$ cat src/core/apc_pkg.sv
// package: constants and carrier types for the parallel conversion port
package apc_pkg;
	localparam int unsigned RESULT_W         = 10;
	localparam int unsigned CLK_HZ           = 40000000;
	// internal converter clock rate
	localparam int unsigned INT_CLK_HZ       = 4000000;
	localparam int unsigned INT_DIV          = CLK_HZ / INT_CLK_HZ;
	// converter clock cycles per conversion
	localparam int unsigned CONV_CYCLES      = 24;
	// switchover to an external clock, in microseconds
	localparam int unsigned SWITCH_US        = 2;
	localparam int unsigned SWITCH_CYCLES    = SWITCH_US * (CLK_HZ / 1000000);
	localparam logic [9:0]  RESULT_ALL_ONES  = 10'h3ff;
	localparam logic [9:0]  RESULT_ALL_ZEROS = 10'h000;
	localparam logic [9:0]  RESULT_RST       = 10'h000;

	typedef enum logic [2:0] {
		APC_SAMPLE = 3'h1,
		APC_CONV   = 3'h2,
		APC_DONE   = 3'h4
	} apc_state_t;

	// host strobes, all active low
	typedef struct packed {
		logic chip_select_n;
		logic read_n;
		logic write_n;
	} apc_host_t;

	// analog front end, sample and references as codes
	typedef struct packed {
		logic [15:0] analog_input;
		logic [15:0] ref_low;
		logic [15:0] ref_high;
	} apc_analog_t;

	// result bus pins
	typedef struct packed {
		logic [9:0] data_out;
		logic [9:0] data_oe;
	} apc_bus_t;
endpackage : apc_pkg

$ cat src/core/apc_conversion_port.sv
// module: converter control and parallel host port
`timescale 1ns/10ps
module apc_conversion_port #(
	parameter int unsigned CONV_LEN   = apc_pkg::CONV_CYCLES,
	parameter int unsigned SWITCH_LEN = apc_pkg::SWITCH_CYCLES
) (
	input  wire logic                 ref_clk,
	input  wire logic                 reset,
	input  wire apc_pkg::apc_host_t   host,
	input  wire apc_pkg::apc_analog_t analog,
	input  wire logic                 external_clock_in,
	output logic                      conv_done_n,
	output logic                      sampling,
	output logic                      ext_clock_active,
	output apc_pkg::apc_bus_t         result_bus
);
	import apc_pkg::*;

	// ----------------------------------------
	// parameter checks
	// ----------------------------------------
	// counters are eight bits wide, so longer counts cannot be served
	if (CONV_LEN < 1 || CONV_LEN > 255) begin : g_bad_conv_len
		$error("apc_conversion_port: CONV_LEN must lie in 1..255");
	end
	if (SWITCH_LEN < 1 || SWITCH_LEN > 255) begin : g_bad_switch_len
		$error("apc_conversion_port: SWITCH_LEN must lie in 1..255");
	end
	if (INT_DIV < 1 || INT_DIV > 256) begin : g_bad_int_div
		$error("apc_conversion_port: internal divider must lie in 1..256");
	end

	// ----------------------------------------
	// converter arithmetic
	// ----------------------------------------
	// offset over span, scaled to the full code range
	function automatic logic [9:0] to_code(input logic [15:0] vin, input logic [15:0] lo,
		input logic [15:0] hi);
		logic [31:0] num;
		logic [31:0] q;
		num = 32'h0;
		q   = 32'h0;
		if (vin >= hi) begin
			to_code = RESULT_ALL_ONES;
		end else if (vin <= lo) begin
			to_code = RESULT_ALL_ZEROS;
		end else begin
			num     = 32'(vin - lo) * 32'(RESULT_ALL_ONES);
			q       = num / 32'(hi - lo);
			to_code = q[9:0];
		end
	endfunction : to_code

	// ----------------------------------------
	// edge and counter helpers
	// ----------------------------------------
	function automatic logic edge_up(input logic prev, input logic now);
		edge_up = !prev && now;
	endfunction : edge_up

	function automatic logic edge_down(input logic prev, input logic now);
		edge_down = prev && !now;
	endfunction : edge_down

	// eight-bit step; callers guard the wrap themselves
	function automatic logic [7:0] bump(input logic [7:0] cnt);
		bump = cnt + 8'h01;
	endfunction : bump

	// ----------------------------------------
	// state
	// ----------------------------------------
	typedef struct packed {
		apc_state_t  state;
		logic [7:0]  conv_cnt;
		logic [7:0]  div_cnt;
		logic [7:0]  sw_cnt;
		logic        ext_sel;
		logic        ext_prev;
		logic        wr_prev;
		logic        rd_prev;
		logic [15:0] held;
		logic [9:0]  latch;
		logic        done_n;
		logic        sample_out;
		logic        bus_oe;
	} apc_regs_t;

	apc_regs_t state_reg;
	apc_regs_t state_next;
	logic      conv_tick;
	logic      sel;
	logic      rd_fall;
	logic      wr_rise;
	logic      div_wrap;
	logic      ext_tick;
	logic      conv_last;
	logic      done_set;

	always_comb begin
		state_next = state_reg;

		// ----------------------------------------
		// strobe decoding
		// ----------------------------------------
		sel                 = !host.chip_select_n;
		rd_fall             = sel && edge_down(state_reg.rd_prev, host.read_n);
		wr_rise             = sel && edge_up(state_reg.wr_prev, host.write_n);
		state_next.wr_prev  = host.write_n;
		state_next.rd_prev  = host.read_n;
		state_next.ext_prev = external_clock_in;

		// ----------------------------------------
		// converter clock
		// ----------------------------------------
		div_wrap  = state_reg.div_cnt == 8'(INT_DIV - 1);
		ext_tick  = edge_up(state_reg.ext_prev, external_clock_in);
		// the pin only clocks the converter once the switchover is done
		conv_tick = state_reg.ext_sel ? ext_tick : div_wrap;
		conv_last = state_reg.conv_cnt == 8'(CONV_LEN - 1);
		done_set  = state_reg.state == APC_CONV && conv_tick && conv_last;
		if (div_wrap) begin
			state_next.div_cnt = 8'h00;
		end else begin
			state_next.div_cnt = bump(state_reg.div_cnt);
		end

		// ----------------------------------------
		// clock switchover
		// ----------------------------------------
		// first low on the pin starts the count; a pin held high never starts it
		if (state_reg.sw_cnt == 8'(SWITCH_LEN)) begin
			state_next.sw_cnt = state_reg.sw_cnt;
		end else if (!external_clock_in || state_reg.sw_cnt != 8'h00) begin
			state_next.sw_cnt = bump(state_reg.sw_cnt);
		end
		// handover waits for idle so one conversion never mixes two clocks; no return short of reset
		if (state_reg.sw_cnt == 8'(SWITCH_LEN) && state_reg.state != APC_CONV) begin
			state_next.ext_sel = 1'b1;
		end

		// ----------------------------------------
		// conversion sequence
		// ----------------------------------------
		case (state_reg.state)
			APC_SAMPLE, APC_DONE: begin
				state_next.held = analog.analog_input;
				if (wr_rise) begin
					state_next.state    = APC_CONV;
					state_next.held     = analog.analog_input;
					state_next.conv_cnt = 8'h00;
					// raised on start so every new result gets its own falling edge
					state_next.done_n   = 1'b1;
				end
			end
			APC_CONV: begin
				// write strobes are ignored, not held, while the running conversion lasts
				if (conv_tick) begin
					state_next.conv_cnt = bump(state_reg.conv_cnt);
				end
				if (done_set) begin
					state_next.state  = APC_DONE;
					state_next.latch  = to_code(state_reg.held, analog.ref_low, analog.ref_high);
					state_next.done_n = 1'b0;
				end
			end
			default: begin
				state_next.state = APC_SAMPLE;
			end
		endcase

		// ----------------------------------------
		// done flag and bus enable
		// ----------------------------------------
		// a new result wins over a read edge in the same cycle
		if (rd_fall && !done_set) begin
			state_next.done_n = 1'b1;
		end
		state_next.bus_oe     = sel && !host.read_n;
		state_next.sample_out = state_next.state != APC_CONV;

		// ----------------------------------------
		// synchronous reset
		// ----------------------------------------
		if (reset) begin
			state_next            = '0;
			state_next.state      = APC_SAMPLE;
			state_next.latch      = RESULT_RST;
			state_next.done_n     = 1'b1;
			state_next.sample_out = 1'b1;
			state_next.wr_prev    = 1'b1;
			state_next.rd_prev    = 1'b1;
			state_next.ext_prev   = 1'b1;
		end
	end

	always_ff @(posedge ref_clk) begin
		state_reg <= state_next;
	end

	// ----------------------------------------
	// outputs
	// ----------------------------------------
	assign conv_done_n         = state_reg.done_n;
	assign sampling            = state_reg.sample_out;
	assign ext_clock_active    = state_reg.ext_sel;
	assign result_bus.data_out = state_reg.latch;
	assign result_bus.data_oe  = {RESULT_W{state_reg.bus_oe}};
endmodule : apc_conversion_port

$ cat config.mk
export PLATFORM = sky130hd
export DESIGN_NAME = apc_conversion_port
export DESIGN_NICKNAME = d
export VERILOG_FILES = /design/src/core/apc_pkg.sv /design/src/core/apc_conversion_port.sv
export SDC_FILE = /design/constraint.sdc
export NUM_CORES = 2
export LEC_CHECK = 0
export BUFFER_PORTS_ARGS = -buffer_cell sky130_fd_sc_hd__buf_2
export CORE_UTILIZATION = 68
export CTS_BUF_LIST = sky130_fd_sc_hd__clkbuf_8
export CTS_CLUSTER_SIZE = 30
export DETAILED_ROUTE_END_ITERATION = 12
export PLACE_DENSITY_LB_ADDON = 0.15
export SKIP_LAST_GASP = 1
export SYNTH_ARGS = -nofsm -noshare
export SYNTH_HDL_FRONTEND = slang
export SYNTH_SLANG_ARGS = --single-unit
$ cat constraint.sdc
create_clock -name ref_clk -period 98.8 [get_ports ref_clk]
set_input_delay 9.88 -clock ref_clk [delete_from_list [all_inputs] [get_ports ref_clk]]
set_output_delay 9.88 -clock ref_clk [all_outputs]
set_load 0.005 [all_outputs]
-- Word-level counts from Yosys, hierarchy flattened
Cells that the tools add are included.
- word-level logic and storage cells: 71
- output and inout bits: 23
- bits of input ports: 54
- flip-flop bits (word level): 60
- eq/ne operators: 11
- multipliers: 1
- $add $sub $neg: 5
- mux-type cells: 11
- reductions and logical operators: 26
- order comparisons: 2
- bitwise gates (word level): 1
- divide/modulo/power cells: 1
- operators by type and width (operator ; number):
    $sub 16x16->17 ; 2
    $div 32x32->32 ; 1
    $mul 17x11->28 const B ; 1
    $add 8x1->8 const B ; 3
    $mux 10 ; 2
    $ge 16x16->1 ; 1
    $le 16x16->1 ; 1
    $pmux 8 s2 ; 1
    $mux 11 ; 1
    $logic_and 1x1->1 ; 10
    $eq 8x4->1 const B ; 1
    $eq 8x5->1 const B ; 1
    $eq 8x7->1 const B ; 1
    $mux 8 ; 1
    $reduce_bool 8->1 ; 1
    $logic_not 1->1 ; 6
    $ne 2x2->1 const B ; 3
    $ne 3x2->1 const B ; 2
    $pmux 3 s2 ; 1
    $reduce_and 3->1 ; 2
    $reduce_or 2->1 ; 3
    $reduce_and 2->1 ; 2
    $eq 3x1->1 const B ; 1
    $eq 3x2->1 const B ; 1
    other kinds (7) ; 9

-- Longest topological paths before layout
- word-level depth: 8
- gate-level depth with buffers: 409
- depth with buffers taken out: 373

-- Least setup slack after synthesis
No wires, ideal clock.
- path kind: input to register
- start point: in analog[17] in the netlist's numbering
- end point: reg state_reg (netlist bit result_bus[10])
- path slack: 8.578 ns
- buffers on the path: 54
- arrival: 90.084 ns
- required time: 98.662 ns
- stages on the path: 384
- setup time: 0.138 ns
- cell sequence: inv_1 ha_1 nor2b_1 o31a_1 o21ai_0 nand2b_1 a21o_1 a21oi_1 nor2b_1 o21ai_0 nand2b_1 a21o_1 a21o_1 xor2_1 inv_1 nor2_1 nor2_1 ha_1 [... 348 more ...] clkbuf_1 nor2_1 a21oi_1 ha_1 o31a_1 o21a_1 o21a_1 o21a_1 o21a_1 o21a_1 o21a_1 o21a_1 o21a_1 o21a_1 o21ai_0 a21oi_1 o21ai_0 a211oi_1
- longest elaborated chain between the ends: 5
- elaborated cells between the ends (all ways): 7
- classes of those cells: 2 x add/sub; 1 x mul; 1 x div; 1 x order compare; 2 x mux
- ends and longest elaborated chain (item ; RTL line ; source):
    from (decl) ; apc_conversion_port.sv:10 ; input wire apc_pkg::apc_analog_t analog,
    $sub 16x16->17 ; apc_conversion_port.sv:48 ; num = 32'(vin - lo) * 32'(RESULT_ALL_ONES);
    $mul 17x11->28 ; apc_conversion_port.sv:48 ;
    $div 32x32->32 ; apc_conversion_port.sv:49 ; q = num / 32'(hi - lo);
    $mux 10 * ; apc_conversion_port.sv:45 ; end else if (vin <= lo) begin
    $mux 10 * ; apc_conversion_port.sv:43 ; if (vin >= hi) begin
    to (signal assigned) ; apc_conversion_port.sv:198 ; state_reg <= state_next;
    to (decl) ; apc_conversion_port.sv:89 ; apc_regs_t state_reg;
Mark *: on every way between the ends. The rest lies on a longest branch, timed or not.
A chain may end at the register's enable or synchronous reset.

-- Worst setup path after layout
Same ends and word-level chain as after synthesis.

==> Implementation_results.wiki <==
{| class="wikitable"
! Metric !! Value
|-
| Run status || completed
|-
| Post-Route Skew || 10.3 ps
|-
| Hold_ws || 466 ps
|-
| Detailed placement HPWL || 107 mm
|-
| Synth top area cells || sky130_fd_sc_hd__ha_1, sky130_fd_sc_hd__xnor2_1, sky130_fd_sc_hd__a21oi_1
|-
| Width of the chip || 239 um
|-
| GP Congestion || 1.12
|-
| Number of buffers added on ports || 76
|-
| Endpoint required time on the critical path || 99000 ps
|-
| Data arrival time of the worst path || 95060 ps
|-
| Via count normalized by instance count || 6.91
|-
| Syn_nets || 6220
|-
| Predominant post-synthesis flop cell || sky130_fd_sc_hd__dfxtp_1
|-
| Initial core utilization || 69.2%
|-
| Remaining antenna violation count after routing || 0
|-
| Share of cells above drive strength 1 || 7.82%
|-
| Vertical die dimension || 239 um
|-
| # DRC || 0
|-
| Root cell of the clock tree || sky130_fd_sc_hd__clkbuf_8
|-
| Number of fill cells || 4720
|-
| Via count || 42536
|-
| Detailed Route Iter0 Violations || 4956
|-
| Pins over their slew limit || 0
|-
| Total iterations of the first detailed-routing run || 7
|-
| Number of CTS-inserted buffers || 9
|-
| Crit path top cell by count || sky130_fd_sc_hd__ha_1
|-
| CTS Buffer Depth || 2
|-
| Maximum clock frequency || 10.5 MHz
|-
| Clock edge transition at the registers on the reported setup and hold paths || 70 ps
|-
| Worst min path class || flip-flop to flip-flop
|-
| Count of state elements after synthesis || 60
|-
| Cell with the most instances after synthesis || sky130_fd_sc_hd__ha_1
|-
| Number of top-level design ports || 77
|-
| Synth top area share || 21.4%
|-
| Kind of cell adding the most delay to the critical path || compound AO/OA/AOI/OAI gates
|-
| Die Outline Area || 0.0574 sq mm
|-
| Synthesis Warnings || 0
|-
| Number of H-tree levels || 3
|-
| Overall routed net length || 135 mm
|-
| Post-route fraction of the period consumed by the critical path || 96.0%
|-
| Worst slew margin relative to its limit || 17.9%
|-
| Worst setup path class || primary input to flip-flop
|-
| Num rows || 86
|-
| Clock tree sinks || 60
|-
| Total area of sequential cells || 0.00120 sq mm
|-
| Total count of hold-check failures in the final report || 0
|-
| Top cell type by total area after synthesis || sky130_fd_sc_hd__ha_1
|-
| Share of the yosys chip area belonging to registers || 3.13%
|-
| Minimum clock period || 94860 ps
|-
| Area of combinational cells with multiple inputs || 0.0354 sq mm
|-
| Buffers and inverters on the worst path || 22
|-
| Area of the mapped netlist || 0.0383 sq mm
|-
| Vias in the first global route || 38485
|-
| Clk_lat worst skew || 350 ps
|-
| Maximum net fanout on the critical path || 33
|-
| Core area || 0.0554 sq mm
|-
| Transition at the pin with the smallest max-transition slack || 1200 ps
|-
| Stage delay of the slowest cell on the critical path || 1010 ps
|-
| Detailed-route wire length per cell || 22.0 um
|-
| Startpoint class of the critical path || primary input
|-
| Number of instances in the synthesized netlist || 5408
|-
| Remaining global-route overflow || 0
|-
| TritonCTS clock tree || built
|-
| CP max-delay cell || sky130_fd_sc_hd__a2111oi_0
|-
| Max FFs per register || 46
|-
| Crit end category || flip-flop
|-
| Antenna violations before repair || 1
|-
| Pin count of the biggest net entering global routing || 61
|-
| Synth Area per Inst || 7.09 sq um
|-
| Combined global-route utilization of all metal layers || 45.4%
|-
| Antenna Cells || 0
|-
| Total of endpoints with negative setup slack in the final report || 0
|-
| Syn-to-layout area delta || 5.07%
|-
| Final Net Count || 6217
|-
| Fraction of synthesis flops using an asynchronous set or reset pin || 0%
|-
| Number of different library cells in the post-synthesis netlist || 104
|-
| Number of synthesized flops with an enable pin || 0
|-
| Max-cap check violation count || 0
|-
| Commonest cells in the synthesized netlist || sky130_fd_sc_hd__ha_1, sky130_fd_sc_hd__nor2_1, sky130_fd_sc_hd__nand2_1
|-
| First-pass GRT wire length || 208 mm
|}
==> final timing paths <==
kind         cells after the start     startpoint  slack [ps]              to
max                            352     analog[17]        3940  result_bus[10]
min                              1  state_reg[41]         470   state_reg[41]
max reg2reg                    350  state_reg[14]       13290  result_bus[10]
min reg2reg                      1  state_reg[41]         470   state_reg[41]
==> metrics by stage <==
step | std cells | instance area [sq um] | setup TNS [ps] | util [%] | worst slack, ps
after floorplan | 5408 | 38300 | 0 | - | 8580
after global placement | 6132 | 39600 | 0 | 71.4 | 1080
after detailed placement | 6132 | 39600 | -1060 | 71.4 | -1060
after CTS | 6148 | 39800 | 0 | 71.9 | 115
after global routing | 6158 | 40300 | -115 | 72.7 | -115
final | 6158 | 40300 | 0 | 72.7 | 3940
==> layout by cell type (no fill, tap or decap), drive strengths merged, types with 59 or more instances in the layout <==
master / netlist / layout
a211oi: 60 / 60
inv: 406 / 406
buf: 60 / 151
o21ai: 304 / 304
xnor2: 246 / 246
ha: 655 / 655
mux2: 64 / 64
fa: 103 / 103
o21a: 153 / 153
xor2: 161 / 161
nand3: 126 / 126
a31oi: 96 / 96
and3: 59 / 59
or3: 62 / 62
a21oi: 429 / 429
nor2: 552 / 552
nor3: 168 / 168
nor2b: 62 / 62
nand4: 67 / 67
dfxtp: 60 / 60
nand2: 472 / 472
a21o: 208 / 208
==> cells by family (layout without fill, tap and decap cells) <==
family	after synthesis	in the layout	synth area share, %
buffers and inverters	571	573	5.86
xor gates and xnor gates	407	407	9.31
AOI/OAI and AO/OA	1717	1717	30.0
adders and majority gates	758	758	26.7
and+or+nand+nor	1789	1789	22.0
DFF	60	60	3.13
muxes	106	106	2.99
==> metal layers <==
metal	part of all wire (%)	track usage (%)	wire (um)	up-vias
li1	-	-	-	19844
met1	40	60.6	54300	19523
met2	41	68.6	55800	2662
met3	13	10.8	18300	507
met4	5.3	20.8	7200	0
met5	0	0	0	-
==> area by class of cell <==
class	count	share of cell area [%]
Clock inverter	7	0.227
Inverter	406	3.79
Sequential cell	60	2.98
Multi-Input combinational cell	4777	88.0
Clock buffer	9	0.307
Timing Repair Buffer	151	2.39
Tap cell	748	2.32
==> repair_timing <==
item                                    in CTS  in global routing
endpoints found under the hold margin        0                  0
setup buffers                                0                 10
gates resized for setup                      5                 88
endpoints found under the setup margin       1                  3
hold buffers                                 0                  0
pin swaps                                    0                  8
cloned                                       0                  0
Power is left out: the tool's default activity adds up to more than one toggle a clock period on the data nets, which glitch-free logic cannot reach.
